==> src/hw/dac_latch_pkg.sv <==
// Functional notes
// - START then address write, device acknowledges address
// - Acknowledge pointer only when bits 4:3 are zero
// - Value sent high byte first, bits 9:8 then 7:0
// - Store channel only after second byte received
// - Acknowledge every written data byte
// - STOP or START mid-pair discards partial value
// - Pointer advances after each byte pair until it passes channel 7
// - Burst from channel zero stores eighth after data byte 16
// - Early end updates only fully received channels
// - Read: pointer write, restart, address read, acknowledged
// - Read returns high byte then low byte
// - Read pointer steps after each channel pair
// - Read ends on STOP, START or missing acknowledge
// - Separate storage and output registers per channel
// - Latch pin low: output follows storage update
// - Latch pin high holds; falling edge copies all
// - Bit 15 set copies all after second byte
// - General call and power-up reset load outputs
// - Bus address 111010 plus address select pin
// - General call acknowledged; data 06h does full reset
// - Pointer top bits 100 all mid, 010 one mid
// - Power-up reset sets every output mid-scale
package dac_latch_pkg;
  localparam int          NUM_CH      = 8;
  localparam int          VAL_W       = 10;
  localparam logic [5:0]  DEV_ADDR_HI = 6'h3a;
  localparam logic [6:0]  GCALL_ADDR  = 7'h00;
  localparam logic [7:0]  GCALL_RESET = 8'h06;
  localparam logic [9:0]  MID_SCALE   = 10'h200;
  localparam logic [2:0]  CMD_ALL_MID = 3'h4;
  localparam logic [2:0]  CMD_ONE_MID = 3'h2;
  localparam int          COPY_BIT    = 7;
  typedef logic [VAL_W-1:0] ch_val_t;
endpackage : dac_latch_pkg

==> src/hw/bus_cond_detect.sv <==
`timescale 1ns/1ns
// Synchronises the two bus pins and finds clock edges, START and STOP
module bus_cond_detect (
  input  wire logic clk_sys,
  input  wire logic resetn,
  input  wire logic scl_in,
  input  wire logic sda_in,
  output logic      scl_rise,
  output logic      scl_fall,
  output logic      start_det,
  output logic      stop_det,
  output logic      sda_s
);
  logic [1:0] scl_sync_reg;
  logic [1:0] sda_sync_reg;
  logic       scl_d_reg;
  logic       sda_d_reg;

  always_ff @(posedge clk_sys) begin
    if (!resetn) begin
      scl_sync_reg <= 2'h3;
      sda_sync_reg <= 2'h3;
      scl_d_reg    <= 1'b1;
      sda_d_reg    <= 1'b1;
    end else begin
      scl_sync_reg <= {scl_sync_reg[0], scl_in};
      sda_sync_reg <= {sda_sync_reg[0], sda_in};
      scl_d_reg    <= scl_sync_reg[1];
      sda_d_reg    <= sda_sync_reg[1];
    end
  end

  assign sda_s     = sda_d_reg;
  assign scl_rise  = scl_sync_reg[1] & ~scl_d_reg;
  assign scl_fall  = ~scl_sync_reg[1] & scl_d_reg;
  assign start_det = scl_sync_reg[1] & scl_d_reg & sda_d_reg & ~sda_sync_reg[1];
  assign stop_det  = scl_sync_reg[1] & scl_d_reg & ~sda_d_reg & sda_sync_reg[1];
endmodule : bus_cond_detect

==> src/hw/dac_channel_i2c_slave_latch.sv <==
`timescale 1ns/1ns
module dac_channel_i2c_slave_latch
  import dac_latch_pkg::*;
(
  input  wire logic                 clk_sys,
  input  wire logic                 resetn,
  input  wire logic                 scl_in,
  input  wire logic                 sda_in,
  output logic                      sda_out,
  output logic                      sda_oe,
  input  wire logic                 address_select_pin,
  input  wire logic                 output_latch_pin,
  output dac_latch_pkg::ch_val_t    dac_out [dac_latch_pkg::NUM_CH]
);
  import dac_latch_pkg::*;

  typedef enum logic [5:0] {
    ST_IDLE = 6'h01,
    ST_ADDR = 6'h02,
    ST_PTR  = 6'h04,
    ST_WDAT = 6'h08,
    ST_RDAT = 6'h10,
    ST_GC   = 6'h20
  } state_t;

  logic    scl_rise;
  logic    scl_fall;
  logic    start_det;
  logic    stop_det;
  logic    sda_s;
  logic    [1:0] lat_sync_reg;
  logic    lat_d_reg;
  logic    lat_fall;

  state_t  state_reg;
  logic    [3:0] bit_cnt_reg;
  logic    [7:0] shift_reg;
  logic    ack_phase_reg;
  logic    ack_drive_reg;
  logic    rd_drive_reg;
  logic    [3:0] ptr_reg;
  logic    second_reg;
  logic    [7:0] hi_byte_reg;
  logic    one_mid_reg;
  logic    addr_ok_reg;
  ch_val_t store_reg [NUM_CH];
  ch_val_t out_reg   [NUM_CH];
  logic    [7:0] tx_reg;
  logic    soft_reset;
  logic    pair_done;
  logic    copy_all;
  logic    copy_pend_reg;
  logic    all_mid;
  logic    [7:0] rx_byte;

  ////////////////////////////////////////////////////////////////////////////
  bus_cond_detect u_cond (
    .clk_sys   (clk_sys),
    .resetn    (resetn),
    .scl_in    (scl_in),
    .sda_in    (sda_in),
    .scl_rise  (scl_rise),
    .scl_fall  (scl_fall),
    .start_det (start_det),
    .stop_det  (stop_det),
    .sda_s     (sda_s)
  );

  always_ff @(posedge clk_sys) begin
    if (!resetn) begin
      lat_sync_reg <= 2'h3;
      lat_d_reg    <= 1'b1;
    end else begin
      lat_sync_reg <= {lat_sync_reg[0], output_latch_pin};
      lat_d_reg    <= lat_sync_reg[1];
    end
  end
  assign lat_fall = lat_d_reg & ~lat_sync_reg[1];

  ////////////////////////////////////////////////////////////////////////////
  // Byte shifter: eight data bits sampled on SCL rise, ninth is acknowledge
  assign rx_byte = {shift_reg[6:0], sda_s};

  always_ff @(posedge clk_sys) begin
    if (!resetn || start_det || stop_det) begin
      bit_cnt_reg   <= 4'h0;
      ack_phase_reg <= 1'b0;
    end else if (scl_rise && (state_reg != ST_IDLE || bit_cnt_reg == 4'h8)) begin
      if (bit_cnt_reg == 4'h8) begin
        bit_cnt_reg   <= 4'h0;
        ack_phase_reg <= 1'b0;
      end else begin
        bit_cnt_reg <= bit_cnt_reg + 4'h1;
        shift_reg   <= rx_byte;
        if (bit_cnt_reg == 4'h7) begin
          ack_phase_reg <= 1'b1;
        end
      end
    end
  end

  ////////////////////////////////////////////////////////////////////////////
  // Protocol state, pointer and write assembly
  logic byte_done;
  assign byte_done = scl_rise && bit_cnt_reg == 4'h7;

  always_ff @(posedge clk_sys) begin
    if (!resetn || soft_reset) begin
      state_reg   <= ST_IDLE;
      ptr_reg     <= 4'h0;
      second_reg  <= 1'b0;
      hi_byte_reg <= 8'h00;
      one_mid_reg <= 1'b0;
    end else if (start_det) begin
      state_reg  <= ST_ADDR;
      second_reg <= 1'b0;
    end else if (stop_det) begin
      state_reg  <= ST_IDLE;
      second_reg <= 1'b0;
    end else if (byte_done) begin
      case (state_reg)
        ST_ADDR: begin
          if (rx_byte[7:1] == {DEV_ADDR_HI, address_select_pin}) begin
            state_reg <= rx_byte[0] ? ST_RDAT : ST_PTR;
          end else if (rx_byte[7:1] == GCALL_ADDR && !rx_byte[0]) begin
            state_reg <= ST_GC;
          end else begin
            state_reg <= ST_IDLE;
          end
        end
        ST_PTR: begin
          if (rx_byte[4:3] == 2'h0) begin
            ptr_reg     <= {1'b0, rx_byte[2:0]};
            one_mid_reg <= rx_byte[7:5] == CMD_ONE_MID;
            state_reg   <= ST_WDAT;
          end else begin
            state_reg <= ST_IDLE;
          end
        end
        ST_WDAT: begin
          if (!second_reg) begin
            hi_byte_reg <= rx_byte;
            second_reg  <= 1'b1;
          end else begin
            second_reg <= 1'b0;
            if (!ptr_reg[3]) begin
              ptr_reg <= ptr_reg + 4'h1;
            end
          end
        end
        default: begin
        end
      endcase
    end else if (scl_rise && bit_cnt_reg == 4'h8 && state_reg == ST_RDAT && !ack_drive_reg) begin
      if (sda_s) begin
        state_reg <= ST_IDLE;
      end else if (second_reg) begin
        second_reg <= 1'b0;
        ptr_reg    <= ptr_reg + 4'h1;
      end else begin
        second_reg <= 1'b1;
      end
    end
  end

  assign pair_done = byte_done && state_reg == ST_WDAT && second_reg && !ptr_reg[3];
  assign copy_all  = pair_done && hi_byte_reg[COPY_BIT];
  assign all_mid   = byte_done && state_reg == ST_PTR && rx_byte[4:3] == 2'h0
                     && rx_byte[7:5] == CMD_ALL_MID;
  assign soft_reset = byte_done && state_reg == ST_GC && rx_byte == GCALL_RESET;

  // Acknowledge decision per byte; kept apart so a general call reset still acks
  always_ff @(posedge clk_sys) begin
    if (!resetn) begin
      addr_ok_reg <= 1'b0;
    end else if (byte_done) begin
      addr_ok_reg <= (state_reg == ST_ADDR && (rx_byte[7:1] == {DEV_ADDR_HI, address_select_pin}
                      || (rx_byte[7:1] == GCALL_ADDR && !rx_byte[0])))
                     || (state_reg == ST_PTR && rx_byte[4:3] == 2'h0)
                     || state_reg == ST_WDAT
                     || (state_reg == ST_GC && rx_byte == GCALL_RESET);
    end
  end

  // Soft copy waits one cycle so the value just stored is included
  always_ff @(posedge clk_sys) begin
    if (!resetn) begin
      copy_pend_reg <= 1'b0;
    end else begin
      copy_pend_reg <= copy_all;
    end
  end

  ////////////////////////////////////////////////////////////////////////////
  // Storage and output registers
  genvar gi;
  generate
    for (gi = 0; gi < NUM_CH; gi++) begin : g_ch
      always_ff @(posedge clk_sys) begin
        if (!resetn || soft_reset || all_mid) begin
          store_reg[gi] <= MID_SCALE;
          out_reg[gi]   <= MID_SCALE;
        end else begin
          if (pair_done && ptr_reg[2:0] == 3'(gi)) begin
            store_reg[gi] <= one_mid_reg ? MID_SCALE : {hi_byte_reg[1:0], rx_byte};
          end
          if (!lat_sync_reg[1] || lat_fall || copy_pend_reg) begin
            out_reg[gi] <= store_reg[gi];
          end
        end
      end
      assign dac_out[gi] = out_reg[gi];
    end
  endgenerate

  ////////////////////////////////////////////////////////////////////////////
  // Data line drive: acknowledge and read data change on SCL fall
  always_comb begin
    tx_reg = ptr_reg[3] ? 8'h00 : (second_reg ? store_reg[ptr_reg[2:0]][7:0]
             : {6'h00, store_reg[ptr_reg[2:0]][9:8]});
  end

  always_ff @(posedge clk_sys) begin
    if (!resetn || start_det || stop_det) begin
      ack_drive_reg <= 1'b0;
      rd_drive_reg  <= 1'b0;
      sda_out       <= 1'b1;
    end else if (scl_fall) begin
      ack_drive_reg <= 1'b0;
      rd_drive_reg  <= 1'b0;
      sda_out       <= 1'b1;
      if (ack_phase_reg && addr_ok_reg) begin
        ack_drive_reg <= 1'b1;
        sda_out       <= 1'b0;
      end else if (state_reg == ST_RDAT && bit_cnt_reg != 4'h8 && !ack_phase_reg) begin
        rd_drive_reg <= 1'b1;
        sda_out      <= tx_reg[3'(7 - bit_cnt_reg)];
      end
    end
  end
  assign sda_oe = ack_drive_reg | (rd_drive_reg & ~sda_out);

  ////////////////////////////////////////////////////////////////////////////
  a_pair_stores: assert property (@(posedge clk_sys) disable iff (!resetn)
    pair_done && !one_mid_reg |=> store_reg[$past(ptr_reg[2:0])] == $past({hi_byte_reg[1:0], rx_byte}))
    else $error("channel value not stored");
  a_ptr_steps: assert property (@(posedge clk_sys) disable iff (!resetn)
    pair_done && !soft_reset |=> ptr_reg == $past(ptr_reg) + 4'h1)
    else $error("pointer did not advance");
  a_latch_hold: assert property (@(posedge clk_sys) disable iff (!resetn)
    lat_sync_reg[1] && $past(lat_sync_reg[1]) && !copy_pend_reg && !all_mid && !soft_reset
    |=> $stable(out_reg[0]))
    else $error("output moved while latched");
  a_latch_follow: assert property (@(posedge clk_sys) disable iff (!resetn)
    !lat_sync_reg[1] && !all_mid && !soft_reset |=> out_reg[0] == $past(store_reg[0]))
    else $error("output not following store");
  a_copy_all: assert property (@(posedge clk_sys) disable iff (!resetn)
    copy_pend_reg && !all_mid && !soft_reset |=> out_reg[7] == $past(store_reg[7]))
    else $error("soft copy missed");
  a_gc_reset: assert property (@(posedge clk_sys) disable iff (!resetn)
    soft_reset |=> out_reg[3] == MID_SCALE && state_reg == ST_IDLE)
    else $error("general call reset missed");
  a_abort_pair: assert property (@(posedge clk_sys) disable iff (!resetn)
    (start_det || stop_det) |=> !second_reg)
    else $error("partial pair kept");
  a_bad_ptr: assert property (@(posedge clk_sys) disable iff (!resetn)
    byte_done && state_reg == ST_PTR && rx_byte[4:3] != 2'h0 |=> state_reg == ST_IDLE)
    else $error("bad pointer accepted");
  a_nack_ends: assert property (@(posedge clk_sys) disable iff (!resetn)
    scl_rise && bit_cnt_reg == 4'h8 && state_reg == ST_RDAT && sda_s && !ack_drive_reg && !start_det
    && !stop_det |=> state_reg == ST_IDLE)
    else $error("read not ended");

  c_write: cover property (@(posedge clk_sys) pair_done);
  c_read: cover property (@(posedge clk_sys) state_reg == ST_RDAT && scl_fall);
  c_copy: cover property (@(posedge clk_sys) copy_all);
  c_gcall: cover property (@(posedge clk_sys) soft_reset);
endmodule : dac_channel_i2c_slave_latch

==> config.mk <==
export PLATFORM = sky130hd
export DESIGN_NAME = dac_channel_i2c_slave_latch
export DESIGN_NICKNAME = d
export VERILOG_FILES = /design/src/hw/dac_latch_pkg.sv /design/src/hw/bus_cond_detect.sv /design/src/hw/dac_channel_i2c_slave_latch.sv
export SDC_FILE = /design/constraint.sdc
export NUM_CORES = 1
export LEC_CHECK = 0
export BUFFER_PORTS_ARGS = -buffer_cell sky130_fd_sc_hd__clkbuf_2
export CAP_MARGIN = 10
export CORE_MARGIN = 10
export CORE_UTILIZATION = 45
export CTS_BUF_LIST = sky130_fd_sc_hd__clkbuf_4 sky130_fd_sc_hd__clkbuf_8 sky130_fd_sc_hd__clkbuf_16
export DETAILED_ROUTE_END_ITERATION = 10
export GPL_TIMING_DRIVEN = 0
export PLACE_DENSITY = 0.65
export SLEW_MARGIN = 20
export SYNTH_ARGS = -nofsm -noshare
export SYNTH_HDL_FRONTEND = slang
export SYNTH_SLANG_ARGS = --single-unit
==> constraint.sdc <==
create_clock -name clk_sys -period 8.2 [get_ports clk_sys]
set_clock_uncertainty 0.1 [all_clocks]
set_input_delay 1.64 -clock clk_sys [delete_from_list [all_inputs] [get_ports clk_sys]]
set_output_delay 1.64 -clock clk_sys [all_outputs]
set_load 0.02 [all_outputs]
==> out/results.env, run 1 <==
STATUS='complete, no violations'
PLACED_CELLS=1015
FINAL_ANTENNA_NET_COUNT=0
CRITICAL-PATH-SLOWEST-CELL='a41oi_4'
DIE-WIDTH_UM=160.2
PERIOD_NEEDED_NS=3.252
TIMING.CRITICAL_PATH.SLOWEST_CELL_DELAY_NS=0.50
SYNTH.FF_LATCH_COUNT=203
DIE_H_UM=160.2
POST_CTS.REPAIR.SETUP_BUFFERS=0
TRITONCTS='yes'
TIMING.MAX_CAP.VIOLATIONS=0
TOTAL_LEAKAGE_POWER_nW=3.752
DETAILED_ROUTE_VIAS_PER_INSTANCE=5.502
POST-SYNTH-TOP-AREA-CELL='edfxtp_1'
HOLD_VIOL_FINAL=0
CTS_HTREE_LEVELS=1
IRDROPWORSTVDD_mV=0.1653
TOTAL_POWER_PER_UNIT_CELL_AREA_mW_PER_MM2=215.6
SYNTH_SEQUENTIAL_AREA_RATIO_PCT=64.85
DRT_ITER0_MARKERS=512
FINAL_CELL_COUNT_NO_FILL=1054
CP_MAX_FO=64
FINALWIRELENGTH_UM=21640
POST-SYNTH-TOP-AREA-FRACTION_PCT=56.70
N_ANTENNA_CELL=0
MAXIMUM_NUMBER_OF_PINS_ON_ONE_NET_BEFORE_GLOBAL_ROUTE_REPAIR=65
CP_DATA_ARRIVAL_TIME_NS=3.37
CLOCK_PATH_BUFFERS=3
WORST_SETUP_END_KIND='register'
HOLD_WS_NS=0.3119
FINAL-SETUP-VIOL-COUNT=0
DRT-WIRELENGTH-PER-CELL_UM=20.53
GLOBALPLACE.CONGESTION=0.8974
DOMINANT_SYNTHESIZED_FLOP_CELL='edfxtp_1'
NETLIST_INSTANCES=662
FIRST_GLOBAL_VIAS=5866
GLOBAL_ROUTER_S_OVERALL_RESOURCE_USAGE_PCT=16.23
SYNTHDISTINCTLIBCELLS=64
SLEW_VIOLS_FINAL=0
FINISH.INSTANCE_AREA_MM2=0.01035
SYN-CELL-AREA_MM2=0.008845
POST_CTS_RESIZE_COUNT=0
ASYNCSETRESETFLOPFRACSYNTH_PCT=0
CTS_ROOT_BUFFER='clkbuf_16'
FINAL.PERIOD_UTILIZATION_PCT=39.65
OVERFLOW=0
SYN-NUM-NETS=677
ELEMENT_TYPE_AT_THE_CRITICAL_PATH_START='input pin'
PLACEMENT_ROWS=51
POST_DETAILED_PLACEMENT_HALF_PERIMETER_WIRELENGTH_UM=15630
NETLIST_TOP_CELLS_AREA='edfxtp_1 (57%), dfxtp_1 (8.1%), and2_1 (5.2%)'
AREA.GROWTH.SYNTH_TO_FINAL_PCT=17.02
LAYOUT-DRIVE-GT1-SHARE_PCT=23.07
TIMING.FMAX_GHz=0.3075
WORSTPATHCELLLIST='clkbuf_2 > o31ai_4 > a41oi_4 > buf_2 > nand2_4 > buf_16'
NUM-FILL-CELLS=1689
DETAILED_ROUTE_VIA_COUNT=5799
CRITPATHKIND='input pin to register'
FLOORPLAN.CORE_AREA_MM2=0.01940
WORST-SLEW-PIN-TRANSITION_NS=0.8357
PORT_BUFFERS=87
ANTENNA_FOUND_INITIAL=0
START_UTIL_PCT=45.59
CTSHOLDBUFFERS=0
GRT_MET1_USE_PCT=19.96
FIN_NETS=789
SETUP_TOTAL_NEGATIVE_SLACK_NS=0
SLEW_HEADROOM_PCT=44.29
CP_TOP_FAMILY='buffers and inverters'
DPL_WORST_SLACK_NS=4.461
WORST_SLACK_NS=4.948
PLACED_AREA_MM2=0.009647
CRITICAL_PATH_REQUIRED_NS=8.32
CTS_BUFFERS=22
DRT_DRC_VIOLATIONS_LEFT=0
GRT_FIRST_PASS_WIRELENGTH_UM=33230
YS_TOP_CELLS_BY_COUNT='edfxtp_1 (167), nor2_1 (100), and2_1 (73)'
SYNTHESIS.YOSYS.WARNINGS=0
NUMCLOCKSINKS=203
P_TOTAL_mW=2.232
SYNTHESIS.AREA_PER_INSTANCE_UM2=13.36
TIMING.CRITICAL_PATH.BUF_INV=3
FLOORPLAN.IO_PINS=88
GRT.MET3_USAGE_PCT=3.111
SYNTHMOSTINSTANTIATEDCELL='edfxtp_1'
DESIGN.DIE.AREA_MM2=0.02566
FINAL_UTIL_PCT=53.35
SYNTH-EDFF-COUNT=167
TOP_USAGE_LAYER='met2'
RSZ_0062_RAISED_AFTER_GLOBAL_ROUTING='false'
CLOCK_LATENCY_NS=0.51
DETAILEDROUTE.FIRSTPASSITERATIONCOUNT=6
CLK_PIN_SLEW_WORST_PATHS_NS=0.06
HOLD_PATH_CLASS='register to register'
GR-USAGE-MET2_PCT=27.60
==> placed cells by master, fill, tap and decap left out, drive strengths merged, types with 6 or more instances in the layout <==
cell / instances
o21ai: 9
inv: 11
dfxtp: 36
nor2b: 8
nand2b: 28
nor2: 101
mux4: 16
and2: 74
a21oi: 14
clkinv: 6
nand2: 33
nor4: 6
clkbuf: 131
edfxtp: 167
or3: 9
nand4: 12
ha: 9
buf: 27
a211oi: 7
mux2i: 8
nand3: 14
mux2: 7
==> layer usage <==
metal	share of wire [%]	wire [µm]	vias up
met5	0	0	-
met3	7.2	1560	58
met4	4.0	858	0
li1	-	-	2631
met1	40	8555	2824
met2	49	10660	286
==> path summary, 6_finish.rpt <==
kind | from | endpoint | slack, ns | cells past startpoint
setup / recovery | resetn | out_reg[0][27]$_SDFFCE_PN0P_ | 4.95 | 6
hold / removal | u_cond.scl_sync_reg[0]$_SDFF_PN1_ | u_cond.scl_sync_reg[1]$_SDFF_PN1_ | 0.31 | 1
setup reg to reg | state_reg[3]$_SDFFE_PP0P_ | out_reg[0][27]$_SDFFCE_PN0P_ | 5.10 | 8
hold reg to reg | u_cond.scl_sync_reg[0]$_SDFF_PN1_ | u_cond.scl_sync_reg[1]$_SDFF_PN1_ | 0.31 | 1
==> cells by family after synthesis <==
kind of cell	Yosys count	share of synthesized area (%)
fa+ha+maj	9	1.273
compound gates	57	4.824
buf+inv	49	3.126
xor+xnor	6	0.5941
mux	31	5.871
flops	203	64.85
simple gates	307	19.47
==> power by group <==
group	switching, mW	leakage, nW	internal [mW]	total (mW)
registers	0.0172	1.89	1.16	1.17
logic	0.0773	1.51	0.0338	0.111
clock network	0.381	0.351	0.566	0.947
total	0.476	3.75	1.76	2.23
==> cell type report <==
cell class                      count  area [µm²]  share of cell area, %
Multi-Input combinational cell    410        2845                  27.49
Buffer                             38       235.2                  2.273
Inverter                           11       41.29                 0.3989
Clock buffer                       32       631.9                  6.105
Timing Repair Buffer               88       462.9                  4.473
Tap cell                          265       331.6                  3.204
Clock inverter                      7       66.31                 0.6407
Sequential cell                   203        5736                  55.42
(Power assumes the default switching activity.)
==> run 2, diff against run 1 <==
PLACE_DENSITY = 0.68   (was 0.65)
clock period = 2.95 ns   (was 8.2 ns; I/O delays follow)
==> out/results.env, run 2 (synthesis gave the netlist of run 1 again) <==
CTS_BUFFERS=22  # unchanged
FLOORPLAN.CORE_AREA_MM2=0.01940  # unchanged
SETUP_TOTAL_NEGATIVE_SLACK_NS=0  # unchanged
TIMING.FMAX_GHz=0.3599
TOTAL_LEAKAGE_POWER_nW=3.771  # +0.51%
DETAILED_ROUTE_VIA_COUNT=5710  # -1.5%
FIN_NETS=792  # +0.38%
IRDROPWORSTVDD_mV=0.4094  # +150%
CLK_PIN_SLEW_WORST_PATHS_NS=0.05  # about the same
CTSHOLDBUFFERS=0  # unchanged
PERIOD_NEEDED_NS=2.779
FLOORPLAN.IO_PINS=88  # unchanged
NUM-FILL-CELLS=1643  # -2.7%
FINAL-SETUP-VIOL-COUNT=0  # unchanged
DIE-WIDTH_UM=160.2  # unchanged
TRITONCTS='yes'
PLACEMENT_ROWS=51  # unchanged
HOLD_PATH_CLASS='input pin to register'
DRT_DRC_VIOLATIONS_LEFT=0  # unchanged
MOST-COMMON-LAYOUT-CELLS='edfxtp_1 (167), nor2_1 (100), clkbuf_2 (91)'
CLOCK_PATH_BUFFERS=3  # unchanged
OVERFLOW=0  # unchanged
FINISH.INSTANCE_AREA_MM2=0.01037  # +0.22%
DIE_H_UM=160.2  # unchanged
PLACED_AREA_MM2=0.009619  # -0.29%
AREA.GROWTH.SYNTH_TO_FINAL_PCT=17.27
TOTAL_POWER_PER_UNIT_CELL_AREA_mW_PER_MM2=599.2  # +180%
NUMCLOCKSINKS=203  # unchanged
DESIGN.DIE.AREA_MM2=0.02566  # unchanged
CRIT_PATH_FREQUENT_CELL='buf_2'
N_ANTENNA_CELL=0  # unchanged
CP_TOP_FAMILY='simple AND/OR/NAND/NOR gates'
MAXIMUM_NUMBER_OF_PINS_ON_ONE_NET_BEFORE_GLOBAL_ROUTE_REPAIR=81  # +25%
CRITPATHKIND='register to register'
DRT-WIRELENGTH-PER-CELL_UM=20.69  # +0.78%
TIMING.MAX_CAP.VIOLATIONS=0  # unchanged
FINAL_COMMON_CELL='edfxtp_1'
WHS_PATH_DEPTH=2  # +1
GRT_FIRST_PASS_WIRELENGTH_UM=33300  # +0.21%
STATUS='complete, no violations'
WORST-SLEW-PIN-TRANSITION_NS=0.7891  # -0.04662 ns
SLEW_VIOLS_FINAL=0  # unchanged
SETUP.REG_TO_REG.WORST_SLACK_NS=0.17  # -4.93 ns
CP_MAX_FO=10  # -84%
DRT_ITER0_MARKERS=424  # -17%
CTS_ROOT_BUFFER='clkbuf_16'
GLOBAL_ROUTER_S_OVERALL_RESOURCE_USAGE_PCT=16.48  # +0.24 points
CRITICAL_PATH_REQUIRED_NS=2.98  # -5.34 ns
SLEW_HEADROOM_PCT=46.56  # +2.3 points
CRITICAL_PATH_DEPTH=7  # +1
START_UTIL_PCT=45.59  # unchanged
ELEMENT_TYPE_AT_THE_CRITICAL_PATH_START='register'
LAYOUT-DRIVE-GT1-SHARE_PCT=24.65  # +1.6 points
WORST_SLACK_NS=0.1713  # -4.777 ns
FF2FF_PATH_DEPTH=7  # -1
PORT_BUFFERS=87  # unchanged
WORSTPATHCELLLIST='buf_2 > nor4_2 > nand4_1 > o31ai_4 > a41oi_4 > buf_2 > nand2_1'
FINALWIRELENGTH_UM=21850  # +0.98%
CTS_HTREE_LEVELS=1  # unchanged
CP_DATA_ARRIVAL_TIME_NS=2.81  # -0.56 ns
HOLD_VIOL_FINAL=0  # unchanged
FINAL.PERIOD_UTILIZATION_PCT=94.19
CLOCK_LATENCY_NS=0.51  # about the same
TIMING.CRITICAL_PATH.BUF_INV=2  # -1
DPL_WORST_SLACK_NS=-0.3262  # -4.787 ns
TIMING.CRITICAL_PATH.SLOWEST_CELL_DELAY_NS=0.51  # about the same
DETAILEDROUTE.FIRSTPASSITERATIONCOUNT=5  # -1
HOLD_WS_NS=0.1679  # -0.1440 ns
RSZ_0062_RAISED_AFTER_GLOBAL_ROUTING='false'
DETAILED_ROUTE_VIAS_PER_INSTANCE=5.407  # -1.7%
CRITICAL-PATH-SLOWEST-CELL='nand2_1'
FIRST_GLOBAL_VIAS=5721  # -2.5%
ANTENNA_FOUND_INITIAL=0  # unchanged
POST_DETAILED_PLACEMENT_HALF_PERIMETER_WIRELENGTH_UM=15140  # -3.1%
WORST_SETUP_END_KIND='register'
GLOBALPLACE.CONGESTION=0.8758  # -2.4%
FINAL_ANTENNA_NET_COUNT=0  # unchanged
==> run 2: timing repair <==
| action | 4_1_cts | 5_1_grt |
|---|---|---|
| buffers inserted | 0 | 4 |
| endpoints found under the setup margin | 93 | 152 |
| resized for setup | 6 | 4 |
| pin swaps | 1 | 2 |
==> run 2: per-layer routing <==
| metal | vias up | global-route usage (%) | wire, µm |
|---|---|---|---|
| met1 | 2766 | 19.80 | 8645 |
| li1 | 2632 | - | - |
| met5 | - | 0 | 0 |
| met3 | 45 | 3.522 | 1580 |
| met4 | 0 | 5.509 | 647 |
| met2 | 267 | 28.71 | 10980 |
==> run 2: worst paths after layout <==
kind                              startpoint                                end
setup / recovery   state_reg[2]$_SDFFE_PP0P_      store_reg[7][8]$_SDFFCE_PN0P_
hold reg to reg   lat_sync_reg[0]$_SDFF_PN1_         lat_sync_reg[1]$_SDFF_PN1_
hold / removal                        sda_in  u_cond.sda_sync_reg[0]$_SDFF_PN1_
setup reg to reg   state_reg[2]$_SDFFE_PP0P_      store_reg[7][8]$_SDFFCE_PN0P_
==> run 2: report_power, final <==
part / total [mW] / switching (mW) / internal, mW
Clock: 2.64 / 1.11 / 1.53
Sequential: 3.26 / 0.0483 / 3.21
Combinational: 0.309 / 0.215 / 0.0936
==> run 2: area by class of cell <==
class | count | area, µm² | area share [%]
timing repair buffer | 91 | 465.4 | 4.487
sequential | 203 | 5736 | 55.30
clock buffer | 29 | 603.1 | 5.814
clock inverter | 9 | 87.58 | 0.8444
multi-input combinational | 410 | 2868 | 27.65
tap | 265 | 331.6 | 3.197
buffer | 38 | 240.2 | 2.316
inverter | 11 | 41.29 | 0.3981
==> run 2: per-stage QoR <==
stage	total power [mW]	util, %	std cells
final	6.215	53.47	1056
after global routing	6.382	53.47	1056
after CTS	6.239	53.25	1052
after detailed placement	3.631	49.59	1014
after global placement	3.619	49.59	1014
after floorplan	3.500	-	662
==> run 2: worst reg2reg max path: cells and delay by family, from the launching register on <==
kind,cells,cell delay [ns]
AO/OA/AOI/OAI,2,0.53
flip-flops,1,0.29
buffers and inverters,2,0.45
AND/OR/NAND/NOR,3,1.04
==> run 3, diff against run 2 <==
ABC_CLOCK_PERIOD_IN_PS = 2950   (was not set)
SYNTH_HIERARCHICAL = 1   (was not set)
==> out/results.env, run 3 <==
DETAILEDROUTE.FIRSTPASSITERATIONCOUNT=6  # +1
RSZ_0062_RAISED_AFTER_GLOBAL_ROUTING='false'
WORST_SETUP_END_KIND='register'
FINAL_UTIL_PCT=54.45  # +0.98 points
FINISH.INSTANCE_AREA_MM2=0.01053  # +1.5%
SYNTHDISTINCTLIBCELLS=54  # -16%
GLOBAL_ROUTER_S_OVERALL_RESOURCE_USAGE_PCT=15.95  # -0.53 points
SYNTH-EDFF-COUNT=167  # unchanged
ANTENNA_FOUND_INITIAL=0  # unchanged
MET2WIRELENGTH_UM=9924  # -9.6%
DETAILED_ROUTE_VIAS_PER_INSTANCE=5.303  # -1.9%
NETLIST_TOP_CELLS_AREA='edfxtp_1 (57%), dfxtp_1 (8.2%), and2_1 (5.3%)'
SYN-NUM-NETS=691  # +2.1%
SETUP.REG_TO_REG.WORST_SLACK_NS=0.12  # -0.05 ns
REG2REG_CAPTURE_POINT='out_reg[1][23]$_SDFFCE_PN0P_'
CRITPATHKIND='register to register'
HOLD_PATH.STARTPOINT='scl_in'
DIE_H_UM=159.9  # -0.17%
FINAL-SETUP-VIOL-COUNT=0  # unchanged
YS_TOP_CELLS_BY_COUNT='edfxtp_1 (167), nor2_1 (101), and2_1 (75)'
TIMING.HOLD.WORST_ENDPOINT='u_cond/scl_sync_reg[0]$_SDFF_PN1_'
PORT_BUFFERS=87  # unchanged
CRITICAL_PATH_REQUIRED_NS=3.10  # +0.12 ns
SYNTHMOSTINSTANTIATEDCELL='edfxtp_1'
CP_MAX_FO=10  # unchanged
DRT_DRC_VIOLATIONS_LEFT=0  # unchanged
HOLD_PATH_CLASS='input pin to register'
SYN-CELL-AREA_MM2=0.008810  # -0.40%
CTS_ROOT_BUFFER='clkbuf_16'
NETLIST_INSTANCES=676  # +2.1%
SLEW_VIOLS_FINAL=0  # unchanged
FINALWIRELENGTH_UM=20960  # -4.1%
PLACEMENT_ROWS=51  # unchanged
GLOBALPLACE.CONGESTION=0.8938  # +2.1%
DESIGN.DIE.AREA_MM2=0.02557  # -0.34%
HOLD_VIOL_FINAL=0  # unchanged
DRT_ITER0_MARKERS=536  # +26%
CP_DATA_ARRIVAL_TIME_NS=2.98  # +0.17 ns
WHS_PATH_DEPTH=2  # unchanged
MOST-COMMON-LAYOUT-CELLS='edfxtp_1 (167), nor2_1 (101), clkbuf_2 (88)'
CTS_BUFFERS=22  # unchanged
SYNTH.FF_LATCH_COUNT=203  # unchanged
SLEW_HEADROOM_PCT=41.19  # -5.4 points
ROUTE.TOP_LAYER_USED='met4'
POST_DETAILED_PLACEMENT_HALF_PERIMETER_WIRELENGTH_UM=14600  # -3.6%
POST-SYNTH-TOP-AREA-FRACTION_PCT=56.92  # +0.23 points
FIN_NETS=809  # +2.1%
FINAL.PERIOD_UTILIZATION_PCT=95.95  # +1.8 points
DIE-WIDTH_UM=159.9  # -0.17%
CTSHOLDBUFFERS=0  # unchanged
GRT_FIRST_PASS_WIRELENGTH_UM=32620  # -2.0%
CLOCK_LATENCY_NS=0.49  # -0.02 ns
OVERFLOW=0  # unchanged
ASYNCSETRESETFLOPFRACSYNTH_PCT=0  # unchanged
PLACED_AREA_MM2=0.009584  # -0.36%
FF2FF_PATH_DEPTH=7  # unchanged
CLOCK_PATH_BUFFERS=3  # unchanged
FINAL_ANTENNA_NET_COUNT=0  # unchanged
AREA.GROWTH.SYNTH_TO_FINAL_PCT=19.50
CLK_PIN_SLEW_WORST_PATHS_NS=0.06  # about the same
DOMINANT_SYNTHESIZED_FLOP_CELL='edfxtp_1'
NUMCLOCKSINKS=203  # unchanged
TIMING.MAX_CAP.VIOLATIONS=0  # unchanged
FLOORPLAN.IO_PINS=88  # unchanged
DRT-WIRELENGTH-PER-CELL_UM=19.50  # -5.8%
SYNTH_SEQUENTIAL_AREA_RATIO_PCT=65.10  # +0.26 points
LAYOUT-DRIVE-GT1-SHARE_PCT=23.95  # -0.70 points
WORST-SLEW-PIN-TRANSITION_NS=0.8803  # +0.09117 ns
MAXIMUM_NUMBER_OF_PINS_ON_ONE_NET_BEFORE_GLOBAL_ROUTE_REPAIR=41  # -49%
N_ANTENNA_CELL=0  # unchanged
FIRST_GLOBAL_VIAS=5587  # -2.3%
FLOORPLAN.CORE_AREA_MM2=0.01933  # -0.33%
STATUS='complete, no violations'
TIMING.FMAX_GHz=0.3533  # -1.8%
SYNTHESIS.YOSYS.WARNINGS=6  # +6
R2R_START='state_reg[5]$_SDFFE_PP0P_'
FINAL_COMMON_CELL='edfxtp_1'
POST-SYNTH-TOP-AREA-CELL='edfxtp_1'
ROUTED-WL-MET3_UM=1669  # +5.6%
START_UTIL_PCT=45.56  # about the same
DETAILED_ROUTE_VIA_COUNT=5701  # -0.16%
CTS_HTREE_LEVELS=1  # unchanged
PERIOD_NEEDED_NS=2.830  # +0.05166 ns
TOTAL_POWER_PER_UNIT_CELL_AREA_mW_PER_MM2=608.3  # +1.5%
SYNTHESIS.AREA_PER_INSTANCE_UM2=13.03  # -2.5%
DETAIL_ROUTE.WIRELENGTH.MET1_UM=8914  # +3.1%
IRDROPWORSTVDD_mV=0.3782  # -7.6%
TRITONCTS='yes'
ELEMENT_TYPE_AT_THE_CRITICAL_PATH_START='register'
TOTAL_LEAKAGE_POWER_nW=3.878  # +2.8%
run 3: logic make-up (layout without fill, tap and decap cells):
family / count (synthesis) / in the layout / synth area share, %
mux: 33 / 33 / 6.064
flops: 203 / 203 / 65.10
buf+inv: 52 / 185 / 3.039
xor+xnor: 6 / 6 / 0.5965
fa+ha+maj: 9 / 9 / 1.278
compound gates: 50 / 50 / 4.318
simple gates: 323 / 324 / 19.60
run 3: worst max path at each step:
stage,startpoint,to,slack [ns],cells past startpoint
2_1_floorplan,state_reg[3]$_SDFFE_PP0P_,out_reg[0][0]$_SDFFCE_PN0P_,0.07,6
3_3_place_gp,u_cond/scl_sync_reg[1]$_SDFF_PN1_,out_reg[1][19]$_SDFFCE_PN1P_,-0.49,6
3_5_place_dp,u_cond/scl_sync_reg[1]$_SDFF_PN1_,out_reg[1][19]$_SDFFCE_PN1P_,-0.52,6
4_1_cts,bit_cnt_reg[1]$_SDFFE_PP0P_,store_reg[2][9]$_SDFFCE_PN1P_,-0.09,9
5_1_grt,u_cond/scl_sync_reg[1]$_SDFF_PN1_,store_reg[1][9]$_SDFFCE_PN1P_,0.01,9
6_report,state_reg[5]$_SDFFE_PP0P_,out_reg[1][23]$_SDFFCE_PN0P_,0.12,7
run 3: worst max-delay path: stages, from the launching register on:
cell	delay, ns
dfxtp_1	0.39
or4_1	0.66
nor3b_4	0.42
a41oi_4	0.24
nor2b_1	0.19
buf_4	0.24
buf_6	0.16
and2_1	0.17
run 3: cell type report:
cell class,count,area (µm²)
Buffer,37,216.5
Clock buffer,28,619.3
Clock inverter,12,133.9
Fill cell,1581,8807
Inverter,14,52.55
Multi-Input combinational cell,422,2949
Sequential cell,203,5737
Tap cell,265,331.6
Timing Repair Buffer,94,488.0
run 3: per-stage QoR:
stage	std cells	worst slack, ns	hold slack, ns	power [mW]	setup TNS (ns)
2_1_floorplan	676	0.07310	0.2863	3.496	0
3_3_place_gp	1028	-0.4906	0.2902	3.622	-51.41
3_5_place_dp	1028	-0.5159	0.2914	3.627	-56.39
4_1_cts	1071	-0.09389	0.1668	6.439	-0.3654
5_1_grt	1075	0.01059	0.1702	6.590	0
6_report	1075	0.1196	0.1772	6.404	0
run 3: routing by layer:
metal  GRT usage, %  vias up
met2          26.54      253
met5              0        -
met4          3.923        0
li1               -     2684
met3          3.907       40
met1          20.49     2724
run 3: power breakdown:
group | leakage [nW] | switching (mW) | internal (mW) | total, mW
clock | 0.374 | 1.08 | 1.75 | 2.83
sequential | 1.89 | 0.0483 | 3.21 | 3.26
combinational | 1.61 | 0.219 | 0.0931 | 0.312
total | 3.88 | 1.35 | 5.05 | 6.40
run 3: repair_timing:
item,in CTS,in global routing
setup endpoints to repair,191,241
gates cloned,1,0
setup buffers,3,4
resized for setup,17,12
pin swaps,2,1
